`config.mk`:
```
export PLATFORM = sky130hd
export DESIGN_NAME = twst_slave_tx
export DESIGN_NICKNAME = d
export VERILOG_FILES = /design/src/hdl/twst_pkg.sv /design/src/hdl/twst_slave_tx.sv
export SDC_FILE = /design/constraint.sdc
export NUM_CORES = 1
export LEC_CHECK = 0
export ABC_AREA = 1
export BUFFER_PORTS_ARGS = -buffer_cell sky130_fd_sc_hd__buf_4
export CORE_ASPECT_RATIO = 0.7
export CORE_MARGIN = 5
export CORE_UTILIZATION = 35
export CTS_CLUSTER_SIZE = 16
export DETAILED_ROUTE_END_ITERATION = 10
export GPL_TIMING_DRIVEN = 0
export PLACE_DENSITY = 0.51
export SLEW_MARGIN = 15
export SYNTH_ARGS = -nofsm -noshare
export SYNTH_HDL_FRONTEND = slang
export SYNTH_SLANG_ARGS = --single-unit
```
`constraint.sdc`:
```
create_clock -name mclk_in -period 1.47 [get_ports mclk_in]
set_input_delay 0 -clock mclk_in [delete_from_list [all_inputs] [get_ports mclk_in]]
set_output_delay 0 -clock mclk_in [all_outputs]
set_load 0.05 [all_outputs]
```
`src/hdl/twst_pkg.sv`:
```
package twst_pkg;
	localparam int REG_AW = 3;
	localparam logic [2:0] OFF_CTRL = 3'h0;
	localparam logic [2:0] OFF_STAT = 3'h1;
	localparam logic [2:0] OFF_DATA = 3'h2;
	localparam logic [2:0] OFF_ADDR = 3'h3;
	localparam logic [2:0] OFF_IRQ_ST = 3'h4;
	localparam logic [2:0] OFF_IRQ_MASK = 3'h5;
	localparam int CTRL_DONE = 7;
	localparam int CTRL_ACK = 6;
	localparam int CTRL_STA = 5;
	localparam int CTRL_STO = 4;
	localparam int CTRL_EN = 2;
	localparam int IRQ_DONE = 0;
	localparam int IRQ_BERR = 1;
	localparam int IRQ_WAKE = 2;
	localparam logic [7:0] ST_OWN_READ = 8'ha8;
	localparam logic [7:0] ST_ARB_READ = 8'hb0;
	localparam logic [7:0] ST_DATA_ACK = 8'hb8;
	localparam logic [7:0] ST_DATA_NACK = 8'hc0;
	localparam logic [7:0] ST_LAST_ACK = 8'hc8;
	localparam logic [7:0] ST_NONE = 8'hf8;
	localparam logic [7:0] ST_BUS_ERR = 8'h00;
	localparam logic [7:0] STAT_CODE_MASK = 8'hf8;
	localparam logic [3:0] BITS_PER_BYTE = 4'h8;
	localparam logic [3:0] LAST_BIT_IDX = 4'h7;
	localparam logic [7:0] OWN_ADDR_RST = 8'h00;
	typedef enum logic [2:0] {
		TWST_IDLE,
		TWST_ADDR,
		TWST_ACKA,
		TWST_TX,
		TWST_TACK,
		TWST_HOLD,
		TWST_GONE,
		TWST_BERR
	} twst_state_t;
endpackage : twst_pkg

```
`src/hdl/twst_slave_tx.sv`:
```
// Decided for this implementation: the register offsets and the address-and-strobe port.
`timescale 1ns/10ps
module twst_slave_tx (
	// Clock and reset
	input wire logic mclk_in,
	input wire logic rst_in,
	// Register port
	input wire logic [2:0] reg_addr_in,
	input wire logic [7:0] reg_wdata_in,
	input wire logic reg_wr_in,
	input wire logic reg_rd_in,
	output logic [7:0] reg_rdata_out,
	// Two-wire pins
	input wire logic scl_in,
	output logic scl_out,
	output logic scl_oe_n_out,
	input wire logic sda_in,
	output logic sda_out,
	output logic sda_oe_n_out,
	// Power and master-side hooks
	input wire logic sleep_in,
	input wire logic arb_lost_in,
	output logic wake_out,
	output logic start_go_out,
	// Interrupt
	output logic irq_out
);
	typedef struct packed {
		twst_pkg::twst_state_t state;
		logic done;
		logic ack_en;
		logic sta;
		logic sto;
		logic en;
		logic [1:0] presc;
		logic [7:0] code;
		logic [7:0] data;
		logic [7:0] own;
		logic [7:0] sh;
		logic [3:0] cnt;
		logic last;
		logic [2:0] scl_s;
		logic [2:0] sda_s;
		logic scl_f;
		logic sda_f;
		logic sda_oe_n;
		logic scl_oe_n;
		logic [2:0] irq_st;
		logic [2:0] irq_mask;
		logic irq;
		logic [7:0] rdata;
		logic wake;
		logic start_pend;
		logic bus_free;
		logic start_go;
	} twst_regs_t;

	twst_regs_t r_reg;
	twst_regs_t r_next;

	logic scl_rise, scl_fall, bus_start, bus_stop, mid_frame, addr_match, sw_clear;
	logic [2:0] ev;
	logic [7:0] stat_view;

	always_comb begin
		r_next = r_reg;
		ev = 3'h0;
		// Third stage trails the second; a level counts once both agree
		r_next.scl_s = {r_reg.scl_s[1:0], scl_in};
		r_next.sda_s = {r_reg.sda_s[1:0], sda_in};
		if (r_reg.scl_s[1] == r_reg.scl_s[2]) begin
			r_next.scl_f = r_reg.scl_s[2];
		end
		if (r_reg.sda_s[1] == r_reg.sda_s[2]) begin
			r_next.sda_f = r_reg.sda_s[2];
		end
		scl_rise = !r_reg.scl_f && r_next.scl_f;
		scl_fall = r_reg.scl_f && !r_next.scl_f;
		bus_start = r_reg.scl_f && r_next.scl_f && r_reg.sda_f && !r_next.sda_f;
		bus_stop = r_reg.scl_f && r_next.scl_f && !r_reg.sda_f && r_next.sda_f;
		mid_frame = (r_reg.state == twst_pkg::TWST_ADDR && r_reg.cnt != 4'h0)
			|| r_reg.state == twst_pkg::TWST_ACKA || r_reg.state == twst_pkg::TWST_TX
			|| (r_reg.state == twst_pkg::TWST_TACK && !r_reg.scl_f);
		// Address bit 0 is the direction; only reads are served here
		addr_match = r_reg.ack_en && r_reg.en && r_reg.sh[0]
			&& (r_reg.sh[7:1] == r_reg.own[7:1] || (r_reg.sh[7:1] == 7'h00 && r_reg.own[0]));
		sw_clear = reg_wr_in && reg_addr_in == twst_pkg::OFF_CTRL && reg_wdata_in[twst_pkg::CTRL_DONE];
		stat_view = r_reg.done ? (r_reg.code & twst_pkg::STAT_CODE_MASK) : twst_pkg::ST_NONE;

		// Software side of the register port
		if (reg_wr_in) begin
			case (reg_addr_in)
				twst_pkg::OFF_CTRL: begin
					r_next.ack_en = reg_wdata_in[twst_pkg::CTRL_ACK];
					r_next.sta = reg_wdata_in[twst_pkg::CTRL_STA];
					r_next.sto = reg_wdata_in[twst_pkg::CTRL_STO];
					r_next.en = reg_wdata_in[twst_pkg::CTRL_EN];
					if (sw_clear) begin
						r_next.done = 1'b0;
					end
				end
				twst_pkg::OFF_STAT: r_next.presc = reg_wdata_in[1:0];
				twst_pkg::OFF_DATA: r_next.data = reg_wdata_in;
				twst_pkg::OFF_ADDR: r_next.own = reg_wdata_in;
				twst_pkg::OFF_IRQ_MASK: r_next.irq_mask = reg_wdata_in[2:0];
				default: ;
			endcase
		end
		r_next.rdata = 8'h00;
		if (reg_rd_in) begin
			case (reg_addr_in)
				twst_pkg::OFF_CTRL: r_next.rdata = {r_reg.done, r_reg.ack_en, r_reg.sta, r_reg.sto,
					1'b0, r_reg.en, 2'h0};
				twst_pkg::OFF_STAT: r_next.rdata = {stat_view[7:3], 1'b0, r_reg.presc};
				twst_pkg::OFF_DATA: r_next.rdata = r_reg.data;
				twst_pkg::OFF_ADDR: r_next.rdata = r_reg.own;
				twst_pkg::OFF_IRQ_ST: r_next.rdata = {5'h00, r_reg.irq_st};
				twst_pkg::OFF_IRQ_MASK: r_next.rdata = {5'h00, r_reg.irq_mask};
				default: r_next.rdata = 8'h00;
			endcase
		end

		// Queued START waits for a free bus, then is handed to master logic
		r_next.start_go = 1'b0;
		if (bus_start) begin
			r_next.bus_free = 1'b0;
		end else if (bus_stop) begin
			r_next.bus_free = 1'b1;
		end
		if (r_reg.start_pend && r_reg.bus_free) begin
			r_next.start_go = 1'b1;
			r_next.start_pend = 1'b0;
		end

		// Bus protocol; in HOLD and GONE new control takes effect only on the done clear
		case (r_reg.state)
			twst_pkg::TWST_IDLE: ;
			twst_pkg::TWST_ADDR: begin
				if (scl_rise && r_reg.cnt != twst_pkg::BITS_PER_BYTE) begin
					r_next.sh = {r_reg.sh[6:0], r_reg.sda_f};
					r_next.cnt = r_reg.cnt + 4'h1;
				end else if (scl_fall && r_reg.cnt == twst_pkg::BITS_PER_BYTE) begin
					if (addr_match) begin
						r_next.state = twst_pkg::TWST_ACKA;
						if (sleep_in) begin
							r_next.wake = 1'b1;
							ev[twst_pkg::IRQ_WAKE] = 1'b1;
						end
					end else begin
						r_next.state = twst_pkg::TWST_IDLE;
					end
				end
			end
			twst_pkg::TWST_ACKA: begin
				if (scl_fall) begin
					r_next.state = twst_pkg::TWST_HOLD;
					r_next.code = arb_lost_in ? twst_pkg::ST_ARB_READ : twst_pkg::ST_OWN_READ;
					ev[twst_pkg::IRQ_DONE] = 1'b1;
				end
			end
			twst_pkg::TWST_HOLD: begin
				// After a B8 the clear may come while SCL is still high; wait for low so SDA never moves then
				if (!r_reg.done && !r_reg.scl_f) begin
					// Buffer content is whatever software last wrote, not bus history
					r_next.sh = r_reg.data;
					r_next.last = !r_reg.ack_en;
					r_next.cnt = 4'h0;
					r_next.wake = 1'b0;
					r_next.state = twst_pkg::TWST_TX;
				end
			end
			twst_pkg::TWST_TX: begin
				if (scl_fall) begin
					if (r_reg.cnt == twst_pkg::LAST_BIT_IDX) begin
						r_next.state = twst_pkg::TWST_TACK;
					end else begin
						r_next.sh = {r_reg.sh[6:0], 1'b1};
						r_next.cnt = r_reg.cnt + 4'h1;
					end
				end
			end
			twst_pkg::TWST_TACK: begin
				if (scl_rise) begin
					ev[twst_pkg::IRQ_DONE] = 1'b1;
					if (r_reg.sda_f) begin
						r_next.code = twst_pkg::ST_DATA_NACK;
						r_next.state = twst_pkg::TWST_GONE;
					end else if (r_reg.last) begin
						r_next.code = twst_pkg::ST_LAST_ACK;
						r_next.state = twst_pkg::TWST_GONE;
					end else begin
						r_next.code = twst_pkg::ST_DATA_ACK;
						r_next.state = twst_pkg::TWST_HOLD;
					end
				end
			end
			twst_pkg::TWST_GONE: begin
				// Further master clocks are ignored and SDA stays released
				if (!r_reg.done) begin
					r_next.state = twst_pkg::TWST_IDLE;
					r_next.start_pend = r_reg.sta;
				end
			end
			twst_pkg::TWST_BERR: begin
				if (sw_clear && reg_wdata_in[twst_pkg::CTRL_STO]) begin
					r_next.state = twst_pkg::TWST_IDLE;
					r_next.sto = 1'b0;
				end
			end
			default: r_next.state = twst_pkg::TWST_IDLE;
		endcase

		// Framing conditions override the byte machine
		if ((bus_start || bus_stop) && mid_frame) begin
			r_next.state = twst_pkg::TWST_BERR;
			r_next.code = twst_pkg::ST_BUS_ERR;
			ev[twst_pkg::IRQ_BERR] = 1'b1;
			ev[twst_pkg::IRQ_DONE] = 1'b1;
		end else if (bus_start && r_reg.state != twst_pkg::TWST_HOLD && r_reg.state != twst_pkg::TWST_BERR) begin
			r_next.state = twst_pkg::TWST_ADDR;
			r_next.cnt = 4'h0;
		end else if (bus_stop && (r_reg.state == twst_pkg::TWST_ADDR || r_reg.state == twst_pkg::TWST_TACK)) begin
			r_next.state = twst_pkg::TWST_IDLE;
		end

		// Hardware set wins over a clear in the same cycle
		if (ev[twst_pkg::IRQ_DONE]) begin
			r_next.done = 1'b1;
		end
		if (reg_wr_in && reg_addr_in == twst_pkg::OFF_IRQ_ST) begin
			r_next.irq_st = r_reg.irq_st & ~reg_wdata_in[2:0];
		end
		r_next.irq_st = r_next.irq_st | ev;
		r_next.irq = |(r_next.irq_st & r_next.irq_mask);

		// Pin drive from the next state so the pins come straight from flops
		r_next.sda_oe_n = !(r_next.state == twst_pkg::TWST_ACKA
			|| (r_next.state == twst_pkg::TWST_TX && !r_next.sh[7]));
		// Only pull SCL once the master has let it fall, never mid-high
		r_next.scl_oe_n = !(r_next.state == twst_pkg::TWST_HOLD && r_next.done && !r_next.scl_f);
	end

	always_ff @(posedge mclk_in) begin
		if (rst_in) begin
			r_reg <= '0;
			r_reg.state <= twst_pkg::TWST_IDLE;
			r_reg.own <= twst_pkg::OWN_ADDR_RST;
			r_reg.scl_s <= 3'h7;
			r_reg.sda_s <= 3'h7;
			r_reg.scl_f <= 1'b1;
			r_reg.sda_f <= 1'b1;
			r_reg.sda_oe_n <= 1'b1;
			r_reg.scl_oe_n <= 1'b1;
			r_reg.bus_free <= 1'b1;
		end else begin
			r_reg <= r_next;
		end
	end

	assign reg_rdata_out = r_reg.rdata;
	assign scl_out = 1'b0;
	assign sda_out = 1'b0;
	assign scl_oe_n_out = r_reg.scl_oe_n;
	assign sda_oe_n_out = r_reg.sda_oe_n;
	assign wake_out = r_reg.wake;
	assign start_go_out = r_reg.start_go;
	assign irq_out = r_reg.irq;
endmodule : twst_slave_tx

```
======== Word level (Yosys, flattened, before mapping) ========
Cells that the tools add are included.
word-level totals
  output and inout port bits .............. 15
  input port bits ......................... 19
  logic and storage cells ................. 193
  memory bits (writable) .................. 0
  bits in registers ....................... 76
  memory bits (read-only) ................. 0
  memories kept ........................... 0
  latch bits .............................. 0
operators by class
  multiplexer cells ....................... 64
  divide/modulo/power cells ............... 0
  bitwise operators ....................... 5
  shifts and indexed selects .............. 0
  $lt $le $gt $ge ......................... 0
  $mul .................................... 0
  eq/ne operators ......................... 33
  add/sub/neg operators ................... 1
  reduce and logical (&&, ||, !) cells .... 62
operator list
  operator                                                          number
  8-bit one-hot mux with 6 select lines                             1
  3-bit two-way mux                                                 15
  12-bit two-way mux                                                3
  12-bit one-hot mux with 3 select lines                            1
  1-bit logical AND                                                 28
  1-bit two-way mux                                                 24
  8-bit two-way mux                                                 3
  3-bit == test (second input constant)                             7
  7-bit two-way mux                                                 3
  3-bit one-hot mux with 7 select lines                             1
  2-bit != test (second input constant)                             10
  3-bit by 2-bit == test with 1-bit output (second input constant)  6
  8-bit one-hot mux with 2 select lines                             1
  13-bit two-way mux                                                1
  2-bit two-way mux                                                 5
  5-bit two-way mux                                                 2
  2-bit AND reduction                                               5
  1-bit zero test                                                   9
  4-bit two-way mux                                                 2
  7-bit == test                                                     1
  7-bit zero test                                                   1
  1-bit logical OR                                                  7
  3-bit bitwise AND                                                 2
  3-bit by 1-bit == test with 1-bit output (second input constant)  2
  19 further kinds                                                  25

======== Longest topological paths before layout ========
  depth in word-level cells ............... 15
  mapped depth ............................ 14
  depth with buffers taken out ............ 13

======== Worst setup path after synthesis ========
OpenSTA, ideal clock, no wires.
  path type ............................... reg-to-reg
  from .................................... register r_reg[30] in the netlist's numbering
  to ...................................... register r_reg, in the netlist sda_oe_n_out
  setup time .............................. 0.133 ns
  cell stages (with the launch flop) ...... 11
  path buffers ............................ 0
  path slack .............................. -0.082 ns
  required time ........................... 1.337 ns
  period minus slack after synthesis ...... 1.552 ns
  arrival ................................. 1.419 ns
  path through ............................ dfxtp_1 > inv_1 > ha_1 > nand3_1 > nand2_2 > a21oi_4 > o21ai_4 > nand2_2 > nand2_1 > a21oi_1 > nand3_1
between the ends
  longest elaborated chain between the ends .. 12
  elaborated cells on any way between the ends .. 29
  those cells by class .................... eq/ne (5); mux (12); reduce/logical (12)
ends and longest elaborated chain
  what                                      line                  RTL
  start: declaration                        twst_slave_tx.sv:58   twst_regs_t r_reg;
  start signal: assignment                  twst_slave_tx.sv:256  r_reg <= r_next;
  4-bit == test                             twst_slave_tx.sv:142  end else if (scl_fall && r_reg.cnt == twst_pkg::BITS_PER_BYTE) begin
  1-bit logical AND                         twst_slave_tx.sv:142
  3-bit two-way mux                         twst_slave_tx.sv:142
  3-bit two-way mux                         twst_slave_tx.sv:139  if (scl_rise && r_reg.cnt != twst_pkg::BITS_PER_BYTE) begin
  3-bit one-hot mux with 7 select lines     twst_slave_tx.sv:136  case (r_reg.state)
  3-bit two-way mux                         twst_slave_tx.sv:222  end else if (bus_stop && (r_reg.state == twst_pkg::TWST_ADDR || r_reg.state == twst_pkg::TWST_TACK)) begin
  3-bit two-way mux                         twst_slave_tx.sv:219  end else if (bus_start && r_reg.state != twst_pkg::TWST_HOLD && r_reg.state != twst_pkg::TWST_BERR) begin
  3-bit two-way mux                         twst_slave_tx.sv:214  if ((bus_start || bus_stop) && mid_frame) begin
  3-bit by 2-bit == test with 1-bit output  twst_slave_tx.sv:238  || (r_next.state == twst_pkg::TWST_TX && !r_next.sh[7]));
  1-bit logical AND                         twst_slave_tx.sv:238
  1-bit logical OR *                        twst_slave_tx.sv:238
  1-bit zero test *                         twst_slave_tx.sv:237  r_next.sda_oe_n = !(r_next.state == twst_pkg::TWST_ACKA
Mark *: on every way between the ends. The rest lies on a longest branch, timed or not. The select of a mux whose other input is x is not followed.
A chain may end at the register's enable or synchronous reset.

======== Worst setup path after layout ========
  from .................................... register r_reg, in the netlist r_next[28]
  to ...................................... register r_reg, in the netlist sda_oe_n_out
between the ends
  longest elaborated chain between the ends .. 15
  elaborated cells on any way between the ends .. 35
  those cells by class .................... eq/ne (3); mux (13); reduce/logical (19)
ends and longest elaborated chain
  what                                      line                  RTL
  1-bit == test *                           twst_slave_tx.sv:71   if (r_reg.scl_s[1] == r_reg.scl_s[2]) begin
  1-bit two-way mux *                       twst_slave_tx.sv:71
  1-bit zero test                           twst_slave_tx.sv:78   scl_fall = r_reg.scl_f && !r_next.scl_f;
  1-bit logical AND                         twst_slave_tx.sv:78
  1-bit logical AND                         twst_slave_tx.sv:142
  3-bit two-way mux                         twst_slave_tx.sv:142
  3-bit two-way mux                         twst_slave_tx.sv:139
  3-bit one-hot mux with 7 select lines     twst_slave_tx.sv:136
  3-bit two-way mux                         twst_slave_tx.sv:222
  3-bit two-way mux                         twst_slave_tx.sv:219
  3-bit two-way mux                         twst_slave_tx.sv:214
  3-bit by 2-bit == test with 1-bit output  twst_slave_tx.sv:238
  1-bit logical AND                         twst_slave_tx.sv:238
  1-bit logical OR *                        twst_slave_tx.sv:238
  1-bit zero test *                         twst_slave_tx.sv:237
Marked as above.

==> out/qor.txt <==
TIMING
-----------------------------------------------------------------------------------------------------
Total of endpoints with negative setup slack in the final report                                   15
Final WS setup                                                                               -91.0 ps
Worst hold slack after final layout                                                           38.3 ps
Number of slew-limit violations in the final report                                                 0
RSZ-0062 raised after global routing                                                              yes
Maximum achievable frequency                                                                  641 MHz
Final cycle utilization of the critical path                                                     106%
Final Critical Period                                                                         1560 ps
Setup_tns                                                                                     -452 ps
Final hold vios                                                                                     0
Worst slew slack as a fraction of its limit                                                     55.4%
Post-route clock skew                                                                         6.50 ps
Slew of the pin with the lowest slew margin                                                    669 ps

SYNTH
-----------------------------------------------------------------------------------------------------
Complex-gate fraction of the synthesized area                                                   19.7%
EDFF count, synth                                                                                   0
Async S/R FF share, synth                                                                          0%
Number of unique standard cell types used by synthesis                                             43
Most common cell in the synthesized netlist                                              sky130_fd_sc_hd__nand2_1
Multiplexer area fraction after synthesis                                                          0%
Synth Flop Type                                                                          sky130_fd_sc_hd__dfxtp_1
Register area share after synthesis                                                             41.1%
Fraction of post-synthesis cell area in the top cell type by area                               41.1%
Number of instances in the synthesized netlist                                                    483
Biggest area contributors in the synthesized netlist                                     sky130_fd_sc_hd__dfxtp_1 41%, sky130_fd_sc_hd__nand2_1 7.9%, sky130_fd_sc_hd__nor2_1 6.2%
FF+latch count, synth                                                                              73
XOR/XNOR Fraction of Synth Area                                                                 1.97%
Commonest cells post-synth                                                               75 x sky130_fd_sc_hd__nand2_1, 73 x sky130_fd_sc_hd__dfxtp_1, 59 x sky130_fd_sc_hd__nor2_1, 49 x sky130_fd_sc_hd__inv_1, 44 x sky130_fd_sc_hd__a21oi_1
Largest family of logic cells by synthesized area                                        simple AND/OR/NAND/NOR gates
Yosys warning total                                                                                 0
Average footprint of a synthesized cell                                                    7.36 sq um
Post-synthesis instance area                                                               3550 sq um
Simple-gate share of the synthesized area                                                       26.5%
Most area-hungry cell type in the Yosys netlist                                          sky130_fd_sc_hd__dfxtp_1
Post-synthesis share of cell area spent on full adders, half adders and majority gates         0.704%

ROUTING
-----------------------------------------------------------------------------------------------------
Residual DRC                                                                                        0
Drt total wl                                                                                10,700 um
Post-DRT Antenna Nets                                                                               0
Via Count                                                                                       3,413
Number of design-rule violations left by the first detailed-router iteration                      215
Detail-routed net length per standard cell                                                    15.4 um
First-pass DRT Iterations                                                                           5
Via-to-Cell Ratio                                                                                4.93

GLOBAL ROUTE
-----------------------------------------------------------------------------------------------------
Met1 routing resource usage after global routing                                                27.5%
Pin count of the biggest net entering global routing                                               13
Overall overflow remaining after global route                                                       0
Wire length of the first global-routing pass                                                16,800 um
Met3 Usage GRT                                                                                  4.49%
Met2 GRT Util                                                                                   24.4%
Vias in the first global route                                                                  3,191
Antenna violations before repair                                                                    0
Global-route usage over all layers                                                              18.0%
Busiest layer in global routing                                                                  met1

PLACE
-----------------------------------------------------------------------------------------------------
Final HPWL DP                                                                                 7790 um
Total cell area at the placement stage                                                     3960 sq um
Placement Setup Slack                                                                         -360 ps
Global placer's final weighted congestion                                                       0.913
Cell total after placement                                                                        641
Input/output buffers                                                                               29

WORST SETUP PATH
-----------------------------------------------------------------------------------------------------
WS Path Type                                                                                  reg2reg
Crit path required time                                                                       1670 ps
Series of cell instances along the critical path                                         inv_1, nand3_4, nor2_2, nand2_4, inv_2, o21ai_4, nand2_2, nand2_2, a21oi_2, nand3_1
Slowest stage delay, CP                                                                        360 ps
Highest net fanout along the worst path                                                             7
Delay-heaviest family, CP                                                                simple AND/OR/NAND/NOR gates
Critical Path Start Type                                                                    flip-flop
Slowest library cell on the worst path                                                   sky130_fd_sc_hd__dfxtp_4
Critical path data arrival time                                                               1760 ps
Cell repeated most along the worst path                                                  sky130_fd_sc_hd__nand2_2
CP Capture Type                                                                             flip-flop
Buf/Inv on CP                                                                                       2

CTS
-----------------------------------------------------------------------------------------------------
H-tree depth                                                                                        3
CTS tree                                                                                          yes
Number of buffers between clock root and the deepest sink                                           2
Worst-path clk slew                                                                             60 ps
Clock insertion delay at the later pin of the skew report                                      340 ps
TritonCTS sink count                                                                               73
Number of buffers created by CTS                                                                    9
Clock root buffer master                                                                 sky130_fd_sc_hd__clkbuf_16

FINISH
-----------------------------------------------------------------------------------------------------
Final Instance Area                                                                        4840 sq um
Area grow syn2layout                                                                            36.0%
Count of antenna diodes in the layout                                                               0
Number of flip-flops under the largest register name                                               56
Nets                                                                                              581
End-of-flow core utilization                                                                    49.4%
Layout cell share with drive strength beyond 1                                                  32.1%
Layout filler cell count                                                                        1,003
Post-route insts no fill                                                                          692

FLOW RUN
-----------------------------------------------------------------------------------------------------
Maximum capacitance violations                                                                      0

POWER AND IR DROP
-----------------------------------------------------------------------------------------------------
Clock power frac                                                                                48.3%
Sw Ratio                                                                                        23.4%
Combinational cell fraction of total power                                                       7.0%
Final Total Pwr                                                                               4.52 mW
Reg power frac                                                                                  44.7%
Net Switching                                                                                 1.06 mW
IR Drop Worst-Case VDD                                                                       0.648 mV
Cell-internal power                                                                           3.46 mW
Static power due to leakage                                                                   2.06 nW
Areal power density over the cells                                                        935 nW/um^2

DIE
-----------------------------------------------------------------------------------------------------
Area of the die                                                                          12,300 sq um
Core outline area                                                                          9800 sq um
Row Count                                                                                          30
Number of placed I/O pins                                                                          34
Y dimension of the die                                                                        94.3 um
Die extent in x                                                                                130 um
Starting density of the core                                                                    36.3%

WORST HOLD PATH
-----------------------------------------------------------------------------------------------------
Hold WC Path Type                                                                              in2reg

STATUS
-----------------------------------------------------------------------------------------------------
Outcome                                                                                  finished with violations
Violations in the final reports                                                          negative setup slack

## final timing paths
kind	startpoint	end	slack, ps	depth (start not counted)
max	r_next[28]	sda_oe_n_out	-90	10
min	reg_addr_in[1]	reg_rdata_out[1]	40	4
max reg2reg	r_next[28]	sda_oe_n_out	-90	10
min reg2reg	r_next[27]	r_next[28]	410	1
## cells in the final DEF, fill, tap and decap left out, drive strengths merged, types with 2 or more instances in the layout
cell and count:
ha 2, nand4 3, clkbuf 15, conb 2, a31oi 2, buf 70
o22ai 4, dfxtp 73, o21ai 47, nand3b 2, dlygate4sd3 11, or2 6
nor2 67, clkinv 3, nor3 6, a22oi 8, nand3 32, inv 60
xnor2 7, nand2 83, a221oi 4, nor4 2, a21oi 45, a211oi 3
## timing repair
action	4_1_cts	5_1_grt
pin swaps	21	13
gates resized for setup	44	35
hold buffers	11	0
endpoints found under the setup margin	28	26
setup buffers	15	9
gates cloned	1	0
hold endpoints to repair	17	0
## cells by family (layout without fill, tap and decap cells)
| group | count (synthesis) | in the layout |
|---|---|---|
| fa+ha+maj | 2 | 2 |
| simple gates | 201 | 201 |
| compound gates | 116 | 117 |
| xor+xnor | 8 | 8 |
| buf+inv | 82 | 161 |
| other cells | 1 | 2 |
| flops | 73 | 73 |
## worst register-to-register path: stages (launching register included)
cell                      delay, ps
sky130_fd_sc_hd__dfxtp_4        360
sky130_fd_sc_hd__inv_1          110
sky130_fd_sc_hd__nand3_4        140
sky130_fd_sc_hd__nor2_2         200
sky130_fd_sc_hd__nand2_4         80
sky130_fd_sc_hd__inv_2           80
sky130_fd_sc_hd__o21ai_4         80
sky130_fd_sc_hd__nand2_2         80
sky130_fd_sc_hd__nand2_2         80
sky130_fd_sc_hd__a21oi_2        120
sky130_fd_sc_hd__nand3_1         90
## area by class of cell
class / instances / area (sq um) / area share, %
Sequential cell: 73 / 1490 / 30.8
Inverter: 60 / 240 / 4.97
Clock inverter: 5 / 56.3 / 1.16
Timing Repair Buffer: 64 / 537 / 11.1
Tap cell: 128 / 160 / 3.31
Clock buffer: 10 / 239 / 4.94
Multi-Input combinational cell: 330 / 1980 / 41.0
Buffer: 22 / 133 / 2.74
## per-layer routing
| layer | part of all wire (%) | vias up | wire (um) |
|---|---|---|---|
| li1 | - | 1744 | - |
| met1 | 51 | 1563 | 5460 |
| met2 | 40 | 94 | 4320 |
| met3 | 6.9 | 12 | 732 |
| met4 | 1.4 | 0 | 154 |
| met5 | 0 | - | 0 |
## power groups by stage
stage / sequential (mW) / clock (mW) / combinational, mW
4_1_cts: 2.03 / 2.23 / 0.313
2_1_floorplan: 2.07 / 0 / 0.172
3_3_place_gp: 2.07 / 0 / 0.282
6_report: 2.02 / 2.18 / 0.318
5_1_grt: 2.03 / 2.30 / 0.349
3_5_place_dp: 2.08 / 0 / 0.282
Note: power is estimated with default switching activity, not from simulation.
